===== src/trap_ctrl_pkg.sv =====
// ----------------------------------------------------------------
// shared constants for the trap and interrupt control block
// ----------------------------------------------------------------
package trap_ctrl_pkg;

   // ----------------------------------------------------------------
   // register byte offsets
   // ----------------------------------------------------------------
   localparam logic [7:0] ADDR_CTRL = 8'h00;
   localparam logic [7:0] ADDR_TBASE = 8'h04;
   localparam logic [7:0] ADDR_STATUS = 8'h08;
   localparam logic [7:0] ADDR_MASK = 8'h0c;
   localparam logic [7:0] ADDR_LAST = 8'h10;
   localparam logic [7:0] ADDR_SAVED_PC = 8'h14;

   // ----------------------------------------------------------------
   // field positions and widths
   // ----------------------------------------------------------------
   localparam int CTRL_IE_BIT = 0;
   localparam int CTRL_PIL_LSB = 4;
   localparam int CTRL_PRIV_BIT = 8;
   localparam int PIL_W = 4;
   localparam int ST_TRAP_BIT = 0;
   localparam int ST_NMI_BIT = 1;
   localparam int ST_IRQ_BIT = 2;
   localparam int ST_W = 3;
   localparam int KIND_W = 8;
   localparam int VEC_SHIFT = 3;

   // ----------------------------------------------------------------
   // reset values
   // ----------------------------------------------------------------
   localparam logic RST_IE = 1'b0;
   localparam logic [3:0] RST_PIL = 4'h0;
   localparam logic RST_PRIV = 1'b1;
   localparam logic [31:0] RST_TBASE = 32'h0000_0000;
   localparam logic [2:0] RST_MASK = 3'h0;

   // ----------------------------------------------------------------
   // trap kind codes
   // ----------------------------------------------------------------
   localparam logic [7:0] KIND_EXC_BASE = 8'h10;
   localparam logic [7:0] KIND_IRQ_BASE = 8'h30;
   localparam logic [7:0] KIND_NMI = 8'h40;

   typedef enum logic [2:0] {
      s_idle,
      s_push_pc,
      s_push_psr,
      s_enter_priv,
      s_read_table,
      s_branch
   } trap_state_t;

   // handler vector address: table base plus kind-scaled offset
   function automatic logic [31:0] vector_of(input logic [31:0] base,
                                             input logic [7:0] kind);
      return base + (32'(kind) << VEC_SHIFT);
   endfunction : vector_of

endpackage : trap_ctrl_pkg


===== src/trap_and_interrupt_control.sv =====
// Decided for this implementation: the APB register port and the register addresses.
`timescale 1ns/100ps
`default_nettype none
module trap_and_interrupt_control
   import trap_ctrl_pkg::*;
#(
   parameter int N_EXC = 8
) (
   input wire logic pclk, // core clock, 100 MHz
   input wire logic presetn, // async reset, active low
   input wire logic psel, // apb select
   input wire logic penable, // apb access phase
   input wire logic pwrite, // apb write
   input wire logic [7:0] paddr, // apb byte address
   input wire logic [31:0] pwdata, // apb write data
   output logic [31:0] prdata, // apb read data
   output logic pready, // apb ready
   output logic pslverr, // apb error on unmapped
   output logic irq, // level, unmasked status set
   input wire logic nonmaskable_request, // async level pin
   input wire logic [3:0] request_level_input, // async encoded level
   input wire logic pipe_advance, // pipeline moves this cycle
   input wire logic [N_EXC-1:0] exc_req, // final-stage conditions
   input wire logic [31:0] c_pc, // pc of final-stage instruction
   input wire logic [31:0] c_next_pc, // pc of next unexecuted one
   output logic d_inject, // pulse, interrupt enters decode
   output logic trap_busy, // stall while a trap is built
   output logic frame_push_valid, // frame word offered
   output logic [31:0] frame_push_data, // frame word
   input wire logic frame_push_ready, // stack took the word
   output logic table_read_req, // trap table read
   output logic [31:0] table_read_addr, // handler vector address
   input wire logic table_read_ack, // table data valid
   input wire logic [31:0] table_read_data, // handler location
   output logic branch_valid, // pulse, jump to handler
   output logic [31:0] branch_target, // handler first instruction
   output logic privileged // current mode
);
   localparam int NR = N_EXC + 1;
   localparam int IW = $clog2(NR + 1);

   // ----------------------------------------------------------------
   // state
   // ----------------------------------------------------------------
   trap_state_t state;
   logic ie, took_nmi, nmi_armed, nmi_sync;
   logic [3:0] processor_priority_threshold, irl_sync;
   logic [31:0] tbase, saved_pc, saved_psr, target;
   logic [ST_W-1:0] status, mask;
   logic d_v, e_v, c_v;
   logic d_nmi, e_nmi, c_nmi;
   logic [7:0] last_kind, d_kind, e_kind, c_kind;

   // ----------------------------------------------------------------
   // input synchronisers
   // ----------------------------------------------------------------
   level_sync3 #(.W(1)) u_nmi_sync (
      .pclk(pclk),
      .presetn(presetn),
      .async_in(nonmaskable_request),
      .stable_out(nmi_sync)
   );

   // level is not latched, so the source keeps it up
   level_sync3 #(.W(4)) u_irl_sync (
      .pclk(pclk),
      .presetn(presetn),
      .async_in(request_level_input),
      .stable_out(irl_sync)
   );

   // ----------------------------------------------------------------
   // acceptance and decode-stage injection
   // ----------------------------------------------------------------
   wire in_flight = d_v | e_v | c_v;
   wire idle = (state == s_idle);
   // no mode term: user and privileged both accept
   wire nmi_ok = ie & nmi_sync & nmi_armed;
   wire irq_ok = ie & (irl_sync > processor_priority_threshold);
   // a same-cycle exception flushes the slot and would strand the block on nmi
   wire inject_ok = (nmi_ok | irq_ok) & ~in_flight & idle & pipe_advance & ~(|exc_req);
   wire inject_nmi = inject_ok & nmi_ok;
   wire [7:0] inject_kind = nmi_ok ? KIND_NMI : KIND_IRQ_BASE + {4'h0, irl_sync};
   assign d_inject = inject_ok;

   // ----------------------------------------------------------------
   // final-stage resolution
   // ----------------------------------------------------------------
   wire c_int_ok = c_v & ie;
   wire [NR-1:0] cond = {c_int_ok, exc_req};
   wire any_cond;
   wire [IW-1:0] win;

   trap_prio #(.N(NR), .IW(IW)) u_prio (
      .pclk(pclk),
      .presetn(presetn),
      .req(cond),
      .any(any_cond),
      .idx(win)
   );

   // new conditions wait while busy, so arrival order holds
   wire take = idle & any_cond;
   wire win_int = (win == IW'(N_EXC));
   wire [7:0] win_kind = win_int ? c_kind : KIND_EXC_BASE + 8'(win);
   wire slot_adv = pipe_advance & idle & ~take;
   // an interrupt dropped or flushed without entry re-arms the line
   wire nmi_lost = (take & ~(win_int & c_nmi) & (d_nmi | e_nmi | c_nmi))
                   | (idle & c_v & ~ie & c_nmi);
   wire [31:0] cur_psr = (32'(ie) << CTRL_IE_BIT) | (32'(processor_priority_threshold) << CTRL_PIL_LSB)
                         | (32'(privileged) << CTRL_PRIV_BIT);

   // interrupt marker rides decode, execute, final stage
   always_ff @(posedge pclk or negedge presetn)
   begin
      if (!presetn)
      begin
         {d_v, e_v, c_v} <= 3'h0;
         {d_nmi, e_nmi, c_nmi} <= 3'h0;
         {d_kind, e_kind, c_kind} <= 24'h0;
      end
      else if (take)
      begin
         {d_v, e_v, c_v} <= 3'h0; // flushed by the trap
      end
      else if (idle & c_v & ~ie)
      begin
         c_v <= 1'b0; // enable dropped in flight
      end
      else if (slot_adv)
      begin
         {d_v, d_nmi, d_kind} <= {inject_ok, inject_nmi, inject_kind};
         {e_v, e_nmi, e_kind} <= {d_v, d_nmi, d_kind};
         {c_v, c_nmi, c_kind} <= {e_v, e_nmi, e_kind};
      end
   end

   // nonmaskable line blocked from acceptance to handler entry
   always_ff @(posedge pclk or negedge presetn)
   begin
      if (!presetn)
         nmi_armed <= 1'b1;
      else if (inject_nmi)
         nmi_armed <= 1'b0;
      else if ((state == s_branch & took_nmi) | nmi_lost)
         nmi_armed <= 1'b1;
   end

   // ----------------------------------------------------------------
   // trap sequencer
   // ----------------------------------------------------------------
   // no depth counter: each trap stacks its own frame
   always_ff @(posedge pclk or negedge presetn)
   begin
      if (!presetn)
      begin
         state <= s_idle;
         saved_pc <= 32'h0;
         saved_psr <= 32'h0;
         last_kind <= 8'h0;
         took_nmi <= 1'b0;
         target <= 32'h0;
      end
      else
      begin
         case (state)
            s_idle:
               if (take)
               begin
                  state <= s_push_pc;
                  saved_pc <= win_int ? c_next_pc : c_pc;
                  saved_psr <= cur_psr;
                  last_kind <= win_kind;
                  took_nmi <= win_int & c_nmi;
               end
            s_push_pc:
               if (frame_push_ready)
                  state <= s_push_psr;
            s_push_psr:
               if (frame_push_ready)
                  state <= s_enter_priv;
            s_enter_priv:
               state <= s_read_table;
            s_read_table:
               if (table_read_ack)
               begin
                  target <= table_read_data;
                  state <= s_branch;
               end
            s_branch:
               state <= s_idle;
            default:
               state <= s_idle;
         endcase
      end
   end

   assign trap_busy = ~idle;
   assign frame_push_valid = (state == s_push_pc) | (state == s_push_psr);
   assign frame_push_data = (state == s_push_psr) ? saved_psr : saved_pc;
   assign table_read_req = (state == s_read_table);
   assign table_read_addr = vector_of(tbase, last_kind);
   assign branch_valid = (state == s_branch);
   assign branch_target = target;

   // ----------------------------------------------------------------
   // apb slave, one wait-free access, read data set up in setup phase
   // ----------------------------------------------------------------
   wire setup = psel & ~penable;
   wire access = psel & penable;
   wire hit = (paddr == ADDR_CTRL) | (paddr == ADDR_TBASE) | (paddr == ADDR_STATUS)
              | (paddr == ADDR_MASK) | (paddr == ADDR_LAST) | (paddr == ADDR_SAVED_PC);
   wire wr_ctrl = access & pwrite & (paddr == ADDR_CTRL);
   wire wr_tbase = access & pwrite & (paddr == ADDR_TBASE);
   wire wr_mask = access & pwrite & (paddr == ADDR_MASK);
   wire rd_status = access & ~pwrite & (paddr == ADDR_STATUS);
   wire [ST_W-1:0] events = {take & win_int & ~c_nmi, take & win_int & c_nmi, take};
   wire [31:0] rd_mux = (paddr == ADDR_CTRL) ? cur_psr :
                        (paddr == ADDR_TBASE) ? tbase :
                        (paddr == ADDR_STATUS) ? 32'(status) :
                        (paddr == ADDR_MASK) ? 32'(mask) :
                        (paddr == ADDR_LAST) ? 32'(last_kind) :
                        (paddr == ADDR_SAVED_PC) ? saved_pc : 32'h0;
   // clear only the bits the reader saw, so later events survive
   wire [ST_W-1:0] next_status = (status & ~(rd_status ? prdata[ST_W-1:0] : '0)) | events;

   assign pready = 1'b1;
   assign pslverr = access & ~hit;
   assign irq = |(status & mask);

   // register file updates
   always_ff @(posedge pclk or negedge presetn)
   begin
      if (!presetn)
      begin
         prdata <= 32'h0;
         tbase <= RST_TBASE;
         mask <= RST_MASK;
         status <= '0;
      end
      else
      begin
         if (setup & ~pwrite)
            prdata <= rd_mux;
         if (wr_tbase)
            tbase <= pwdata;
         if (wr_mask)
            mask <= pwdata[ST_W-1:0];
         status <= next_status;
      end
   end

   // processor state word: trap clear beats a software set
   always_ff @(posedge pclk or negedge presetn)
   begin
      if (!presetn)
      begin
         ie <= RST_IE;
         processor_priority_threshold <= RST_PIL;
         privileged <= RST_PRIV;
      end
      else
      begin
         if (take)
            ie <= 1'b0;
         else if (wr_ctrl)
            ie <= pwdata[CTRL_IE_BIT];
         if (wr_ctrl)
            processor_priority_threshold <= pwdata[CTRL_PIL_LSB +: PIL_W];
         if (state == s_enter_priv)
            privileged <= 1'b1;
         else if (wr_ctrl)
            privileged <= pwdata[CTRL_PRIV_BIT];
      end
   end
endmodule : trap_and_interrupt_control
`default_nettype wire


===== src/level_sync3.sv =====
`timescale 1ns/100ps
`default_nettype none
// ----------------------------------------------------------------
// three-flop synchroniser with agreement filter
// ----------------------------------------------------------------
module level_sync3 #(
   parameter int W = 1
) (
   input wire logic pclk, // core clock
   input wire logic presetn, // async reset, active low
   input wire logic [W-1:0] async_in, // pin level, any timing
   output logic [W-1:0] stable_out // filtered level on pclk
);
   logic [W-1:0] s1;
   logic [W-1:0] s2;
   logic [W-1:0] s3;

   // s1 feeds only s2; value accepted when s2 and s3 agree
   always_ff @(posedge pclk or negedge presetn)
   begin
      if (!presetn)
      begin
         s1 <= '0;
         s2 <= '0;
         s3 <= '0;
         stable_out <= '0;
      end
      else
      begin
         s1 <= async_in;
         s2 <= s1;
         s3 <= s2;
         if (s2 == s3)
         begin
            stable_out <= s3;
         end
      end
   end
endmodule : level_sync3
`default_nettype wire


===== src/trap_prio.sv =====
`timescale 1ns/100ps
`default_nettype none
// ----------------------------------------------------------------
// fixed priority pick, index 0 highest
// ----------------------------------------------------------------
module trap_prio #(
   parameter int N = 9,
   parameter int IW = 4
) (
   input wire logic pclk, // core clock, checks only
   input wire logic presetn, // reset, checks only
   input wire logic [N-1:0] req, // same-cycle trap conditions
   output logic any, // some condition present
   output logic [IW-1:0] idx // index of the winner
);
   // scan downward so the lowest set index is left standing
   always_comb
   begin
      any = |req;
      idx = '0;
      for (int i = N - 1; i >= 0; i--)
      begin
         if (req[i])
         begin
            idx = IW'(i);
         end
      end
   end
endmodule : trap_prio
`default_nettype wire


===== config.mk =====
export PLATFORM = sky130hd
export DESIGN_NAME = trap_and_interrupt_control
export DESIGN_NICKNAME = d
export VERILOG_FILES = /design/src/trap_ctrl_pkg.sv /design/src/trap_and_interrupt_control.sv /design/src/level_sync3.sv /design/src/trap_prio.sv
export SDC_FILE = /design/constraint.sdc
export NUM_CORES = 1
export LEC_CHECK = 0
export ABC_AREA = 1
export BUFFER_PORTS_ARGS = -buffer_cell sky130_fd_sc_hd__buf_2
export CORE_MARGIN = 10
export CORE_UTILIZATION = 54
export CTS_BUF_LIST = sky130_fd_sc_hd__clkbuf_8
export DETAILED_ROUTE_END_ITERATION = 10
export GPL_TIMING_DRIVEN = 0
export MAX_ROUTING_LAYER = met4
export PLACE_DENSITY = 0.88
export SLEW_MARGIN = 20
export SYNTH_ARGS = -nofsm -noshare
export SYNTH_HDL_FRONTEND = slang
export SYNTH_SLANG_ARGS = --single-unit
export TNS_END_PERCENT = 10

===== constraint.sdc =====
create_clock -name pclk -period 2.59 [get_ports pclk]
set_input_delay 0.518 -clock pclk [delete_from_list [all_inputs] [get_ports pclk]]
set_output_delay 0.518 -clock pclk [all_outputs]
set_load 0.1 [all_outputs]

Yosys cells after proc, flatten, opt, wreduce, memory -nomap -nowiden:

Cells that the tools add are included.

* bits in latches: 0
* register bits after elaboration: 235
* ROM bits: 0
* output and inout bits: 137
* bits in writable memories: 0
* memories: 0
* bits of input ports: 157

* shift operators: 0
* reduce and logical (&&, ||, !) cells: 15
* bitwise logic cells: 62
* equal/unequal tests: 18
* muxes and demuxes: 40
* divide/modulo/power cells: 0
* order comparisons: 1
* multipliers: 0
* add/sub/neg operators: 3

Operators with widths (number)
* two-way mux 32 bit: 8
* two-way mux 4 bit: 9
* adder 32 x 11 -> 32 bit: 1
* AND 1 bit: 32
* equality test 8 x 4 -> 1 bit (second input constant): 2
* equality test 8 x 5 -> 1 bit (second input constant): 2
* two-way mux 1 bit: 15
* two-way mux 3 bit: 5
* case mux 3 bit (5 select lines): 1
* bitwise OR 1 bit: 13
* NOT 1 bit: 11
* bitwise OR 8 x 9 -> 9 bit: 1
* OR reduction 9 bit: 1
* equality test 8 x 3 -> 1 bit (second input constant): 1
* zero test 8 bit: 1
* two-way mux 8 bit: 1
* bitwise OR 1 x 8 -> 8 bit: 1
* nonzero test 2 bit: 4
* OR reduction 8 bit: 1
* adder 6 x 4 -> 7 bit (first input constant): 1
* two-way mux 7 bit: 1
* adder 5 x 4 -> 6 bit (first input constant): 1
* AND 3 bit: 2
* equality test 3 x 2 -> 1 bit (second input constant): 2
* other kinds (16): 22

Depth between registers and ports, before layout:

Gate-level depths: netlist of run 1.

* depth after elaboration: 19
* depth in mapped cells: 11

Modules after synthesis:

A second synthesis of run 1 with hierarchy kept.

* cells, all modules: 1284
* area total of the unflattened synthesis: 10366.2 um^2

By module, submodules not included
* trap_and_interrupt_control: times used 1, cells an instance 1200, area an instance 9579.2 um^2
* level_sync3 (u_irl_sync): times used 1, cells an instance 51, area an instance 544.3 um^2
* trap_prio: times used 1, cells an instance 25, area an instance 126.4 um^2
* level_sync3 (u_nmi_sync): times used 1, cells an instance 8, area an instance 116.4 um^2

Least setup slack after synthesis of run 1:

No wires, ideal clock.

* path kind: register to output
* start: register last_kind[0]
* end: output port table_read_addr[17]
* data required time: 2.072 ns
* stages on the path, launching flop included: 10
* path buffers: 0
* slack: -0.883 ns
* arrival: 2.955 ns
* cells stage by stage: dfrtp_1 -> ha_1 -> inv_1 -> fa_1 -> nand3b_1 -> nand2_1 -> nand3_1 -> nand2_1 -> nand2_1 -> xor2_1

* cells in the longest elaborated chain, start to end: 1

RTL lines
* from (decl): line trap_and_interrupt_control.sv:52 `logic [7:0] last_kind, d_kind, e_kind, c_kind;`
* from (signal assigned): line trap_and_interrupt_control.sv:173 `last_kind <= win_kind;`
* adder 32 x 11 -> 32 bit: line trap_ctrl_pkg.sv:58 `return base + (32'(kind) << VEC_SHIFT);`
* to (decl): line trap_and_interrupt_control.sv:32 `output logic [31:0] table_read_addr,`

No other way between the ends.

Final worst setup path of run 1:

* start: register last_kind[0]
* end: output port table_read_addr[19]

The elaborated chain is that of the path after synthesis.

==> results.cfg, run 1 <==
[worst_setup_path]
worst_ep_arrival_time_ns = 2.55
required_ns = 2.07
reg2reg_slack_ns = 0.49
startpoint = last_kind[0]
reg2reg_depth = 6
cp_common_cell = nand2_4
worstPathCellList = ha_4 -> inv_4 -> fa_2 -> nand3b_1 -> nand2_4 -> nand2_4 -> a21oi_4 -> xor2_4 -> buf_12
cpPeakStageDelay_ns = 0.42
slowest_stage = dfrtp_1
crit_path_max_fanout = 4
timing.rr.start = ie
startpoint_type = register
path_class = reg -> out
worstSetupEndpointType = primary output
r2r-end = saved_pc[7]

[layout]
syn_to_final_growth_pct = 35.8
fin_nets = 1750
layout-drive-gt1-share_pct = 33.1
final_common_cell = nand2_1
stdcell_count = 1843
final_cell_mix = nand2_1, buf_2, dfrtp_1, inv_1, o21ai_0

[sta]
timing.final.ws_setup_ns = -0.480
period_needed_ns = 3.07
drv_slew = 0
clock_skew_ns = 0.0331
slew_headroom_pct = 55.3
setup-violations-final = 32
fmax_mhz = 326
tightest_slew_ns = 0.670
finalHoldViolations = 0
rsz0062_at_grt = true
period_share_pct = 119

[yosys]
yosys.area.top_type = dfrtp_1
yosysWarnings = 0
synth_nets = 1406
synthTopCellsByArea = dfrtp_1, nand2_1, inv_1, o21ai_0, a21oi_1
synth_area_um2 = 10100
yosysUniqueCellTypes = 39
synth_top_area_share_pct = 49.4
syn_inst = 1237
syn_area_per_cell_um2 = 8.19
yosysSeqAreaShare_pct = 49.9
synth-edff-count = 0
ys_ff_latch = 202
synth-async-reset-ratio_pct = 100
synth_ff_type = dfrtp_1

[placed_design]
place_congestion = 0.966
dpl.cell_count = 1765
port_buffers = 292
dp_hpwl_um = 28100

[route]
drtPass1Iterations = 8
drt_iter0_drc = 882
ant_nets = 0
viasPerCell = 5.60
drc = 0
routedWlPerCell_um = 20.4
vias = 10300
drt-total-wl_um = 37700

[clocking]
clk_path_buf_depth = 3
cts_root_buf = clkbuf_8
cts_tree = yes
cts.reportedPaths.clkPinSlew_ns = 0.07
htreeDepth = 2
clk_latency_ns = 0.54
cts_sinks = 202
cts_buffers = 36

[grt]
grt_pass1_vias = 10700
grt_start_max_net_pins = 100
grt_use_total_pct = 30.4
grt_pass1_wl_um = 57100
antenna_found_initial = 3
overflow = 0

[floorplanning]
fp.dieH_um = 157
core-area_um2 = 18600
io_pins = 294
fp.dieW_um = 157
start_util_pct = 54.5
num_rows = 50
dieArea_um2 = 24600

[power]
irDropWorstVdd_v = 0.00124
leakage_uw = 0.00721
power_density_nw_per_um2 = 1160
power_uw = 15900

[job]
drv_cap = 0

[hold_path]
min_from = nonmaskable_request
holdPathEnd = u_nmi_sync.s1
hp-class = in -> reg
min_delay_path_depth = 1

[status]
outcome = complete, but fails checks
violations = setup timing
## cells by family after synthesis
kind of cell	Yosys count	share of synthesized area, %
and+or+nand+nor	530	22.0
AOI/OAI and AO/OA	227	11.9
buffers and inverters	203	8.37
DFF	202	49.9
muxes	36	4.00
xor gates and xnor gates	25	2.16
adders and majority gates	13	1.65
other	1	0.0370
## registers in the layout (all words and copies together) (netlist names), 6 cells and up
signal and count:
e_kind 6, c_kind 6, tbase 32, prdata 32, saved_pc 32, saved_psr 6
branch_target 32, last_kind 7, d_kind 6
## routing by layer
layer,GRT usage (%),routed length (µm)
met5,-,0
met4,13.1,1620
met3,7.81,3730
met2,50.3,18400
met1,34.5,13900
## final cells by class
cell class | instances | area (µm²)
Timing Repair Buffer | 306 | 2020
Antenna cell | 3 | 7.51
Fill cell | 1308 | 4820
Clock buffer | 47 | 647
Sequential cell | 202 | 5070
Buffer | 55 | 305
Clock inverter | 16 | 72.6
Inverter | 148 | 558
Multi-Input combinational cell | 832 | 4790
Tap cell | 234 | 293
## cells in the mapped netlist, types with 2 or more instances
cell      count
o21ai_0     103
inv_1       143
nand3_1      86
nor2_1       95
o21ai_1      10
o22ai_1       4
nor3_1       20
o21a_1        3
o211ai_1      3
xor2_1       24
buf_4         6
nand2_2       4
buf_6         5
dfstp_2       2
nor2_2        5
nand2_1     296
a21boi_0     13
mux2_2       36
a21oi_1      87
dfrtp_1     200
nand3b_1      2
inv_2         5
buf_2        21
ha_1         11
or2_2         5
a22o_1        2
clkbuf_1     23
nand4_1      12
## critical path: cells and delay by family, from the launching register on
| kind | cells | cell delay [ns] |
|---|---|---|
| AOI/OAI and AO/OA | 1 | 0.20 |
| xor gates and xnor gates | 1 | 0.19 |
| adders and majority gates | 2 | 0.52 |
| buffers and inverters | 2 | 0.22 |
| DFF | 1 | 0.42 |
| and+or+nand+nor | 3 | 0.45 |
## worst max path at each step
stage / endpoint / slack [ns] / cells past startpoint
2_1_floorplan: table_read_addr[8] / -0.46 / 6
3_3_place_gp: tbase[19] / -2.32 / 1
3_5_place_dp: table_read_addr[17] / -0.28 / 10
4_1_cts: table_read_addr[17] / -0.53 / 10
5_1_grt: table_read_addr[19] / -0.57 / 9
6_report: table_read_addr[19] / -0.48 / 9
## repair_timing
action,4_1_cts,5_1_grt
hold buffers,1,0
resized for setup,154,47
endpoints found under the hold margin,7,0
pin swaps,7,18
setup endpoints to repair,62,49
buffers inserted,2,9
## power by group
group          switching, µW  internal [µW]
logic                   6910           1650
clock network           1370           1630
registers                570           3810
## metrics by stage
stage          instance area (µm²)  setup WS [ns]  setup TNS, ns  hold slack, ns  utilization [%]
2_1_floorplan                10400         -0.459          -8.30           0.222                -
3_3_place_gp                 12100          -2.32        -465.55           0.331             65.2
3_5_place_dp                 12200         -0.283          -3.48           0.318             65.5
4_1_cts                      13500         -0.532          -9.81          0.0665             72.5
5_1_grt                      13800         -0.571         -12.10          0.0637             74.1
6_report                     13800         -0.480          -8.70          0.0849             74.1
Note: power is estimated with default switching activity, not from simulation.
==> run 2, diff against run 1 <==
--- a/config.mk
+++ b/config.mk
@@ -6,14 +6,14 @@
 export NUM_CORES = 1
 export LEC_CHECK = 0
 export ABC_AREA = 1
-export BUFFER_PORTS_ARGS = -buffer_cell sky130_fd_sc_hd__buf_2
+export BUFFER_PORTS_ARGS = -buffer_cell sky130_fd_sc_hd__buf_4
 export CORE_MARGIN = 10
-export CORE_UTILIZATION = 54
+export CORE_UTILIZATION = 37
 export CTS_BUF_LIST = sky130_fd_sc_hd__clkbuf_8
 export DETAILED_ROUTE_END_ITERATION = 10
 export GPL_TIMING_DRIVEN = 0
 export MAX_ROUTING_LAYER = met4
-export PLACE_DENSITY = 0.88
+export PLACE_DENSITY = 0.65
 export SLEW_MARGIN = 20
 export SYNTH_ARGS = -nofsm -noshare
 export SYNTH_HDL_FRONTEND = slang
==> run 2 against run 1 <==
The flow still finishes with violations (setup timing); sequential power about the same; utilization decreased by 19 points; worst setup slack better by 0.071 ns; register-to-register slack gained 0.12 ns; clock-buffer cell count increased by 4; worst hold slack got worse by 0.0051 ns; wire length up 5.1%; critical path type unchanged; critical endpoint is now table_read_addr[13]; highest routed layer unchanged.
==> results.cfg, run 2 (synthesis gave the netlist of run 1 again) <==
[status]
outcome = complete, but fails checks
violations = setup timing

[sta]
period_share_pct = 116
setup-violations-final = 26
drv_slew = 0
tightest_slew_ns = 0.590
period_needed_ns = 3.00
tns_ns = -7.48
slew_headroom_pct = 60.4
fmax_mhz = 333
finalHoldViolations = 0
clock_skew_ns = 0.0157
rsz0062_at_grt = true
timing.final.ws_setup_ns = -0.409

[power]
leakage_uw = 0.00755
power_density_nw_per_um2 = 1130
irDropWorstVdd_v = 0.00126

[worst_setup_path]
crit_family = simple AND/OR/NAND/NOR gates
reg2reg_slack_ns = 0.61
cp_common_cell = nand2_4
path_class = reg -> out
crit_buf_inv = 2
slowest_stage = dfrtp_1
crit_cells = 10
timing.rr.start = ie
worstPathCellList = ha_2 -> inv_2 -> fa_2 -> nand3b_1 -> nand2_4 -> nand2_4 -> nand2_8 -> nand2_4 -> xor2_4 -> buf_12
required_ns = 2.07
cpPeakStageDelay_ns = 0.37
crit_path_max_fanout = 5
startpoint_type = register
r2r-end = status[1]
worstSetupEndpointType = primary output
critPathCapture = table_read_addr[13]
reg2reg_depth = 6
worst_ep_arrival_time_ns = 2.48
startpoint = last_kind[0]

[route]
drt-total-wl_um = 39600
viasPerCell = 5.10
drc = 0
drtPass1Iterations = 7
routedWlPerCell_um = 20.1
ant_nets = 0
vias = 10100
drt_iter0_drc = 766

[layout]
final_common_cell = buf_4
syn_to_final_growth_pct = 47.1
multi_input_area_um2 = 4880
register_area_um2 = 5070
fin_nets = 1767
layout-drive-gt1-share_pct = 34.6
n_fill_cell = 2476
final_cell_mix = buf_4, nand2_1, dfrtp_1, inv_1, o21ai_0
final_area_um2 = 14900

[floorplanning]
io_pins = 294
fp.dieH_um = 186
num_rows = 60
fp.dieW_um = 186
dieArea_um2 = 34400
start_util_pct = 37.6
core-area_um2 = 27000

[clocking]
clk_path_buf_depth = 3
cts_tree = yes
htreeDepth = 2
clk_latency_ns = 0.54
cts.reportedPaths.clkPinSlew_ns = 0.06
cts_sinks = 202
cts_buffers = 39
cts_root_buf = clkbuf_8

[grt]
grt_pass1_wl_um = 60300
grt_start_max_net_pins = 97
overflow = 0
grt_pass1_vias = 10500
antenna_found_initial = 1
grt_use_total_pct = 23.3

[hold_path]
min_delay_path_depth = 1
hp-class = in -> reg

[placed_design]
place_congestion = 0.979
place_area_um2 = 13000
port_buffers = 292
dp_hpwl_um = 31100
dp_worst_setup_slack_ns = -0.145

[job]
drv_cap = 0
## run 2: how the worst min path moves through the flow
stage                              from               end  slack, ns
finish              nonmaskable_request     u_nmi_sync.s1       0.08
detailed placement        u_nmi_sync.s1     u_nmi_sync.s2       0.34
global placement       u_irl_sync.s1[2]  u_irl_sync.s2[2]       0.33
global route        nonmaskable_request     u_nmi_sync.s1       0.05
floorplan                       presetn  branch_target[0]       0.22
CTS                 nonmaskable_request     u_nmi_sync.s1       0.04
## run 2: what timing repair did
| action | CTS | global route |
|---|---|---|
| endpoints found under the setup margin | 62 | 37 |
| hold endpoints to repair | 49 | 0 |
| setup buffers | 22 | 3 |
| resized for setup | 166 | 27 |
| hold buffers | 1 | 0 |
| pin swaps | 26 | 10 |
## run 2: area by class of cell
cell class              count  share of cell area (%)
well taps                 341                    2.86
clock inverters            20                   0.798
flip-flops and latches    202                    34.0
diodes                      1                  0.0168
multi-input cells         832                    32.7
clock buffers              51                    4.71
repair buffers            320                    19.1
plain buffers              55                    2.07
inverters                 148                    3.73
## run 2: power by group
part	total [µW]	internal, µW	switching, µW
Combinational	9180	2200	6980
Sequential	4410	3810	602
Clock	3320	1870	1450
Total	16900	7880	9030
## run 2: per-stage QoR
step	instances	power [µW]	hold slack, ns	utilization, %
CTS	1966	16900	0.0445	54.8
finish	1970	16900	0.0798	55.3
global placement	1870	13000	0.333	48.1
global route	1970	17600	0.0526	55.3
detailed placement	1872	13100	0.336	48.4
floorplan	1237	10800	0.222	-
## run 2: worst reg2reg max path: stages (launching register included)
cell     delay (ns)
dfrtp_1        0.45
nand2_1        0.13
inv_2          0.22
nand2_1        0.33
nor2_1         0.39
nand2_1        0.25
nand2_1        0.14
## run 2: routing by layer
layer  global-route usage (%)  vias up  share of wire [%]
met3                     5.95       86                8.2
met1                     28.4     4835                 41
li1                         -     4708                  -
met5                        -        -                  0
met2                     37.5      425                 48
met4                     6.99        0                2.8
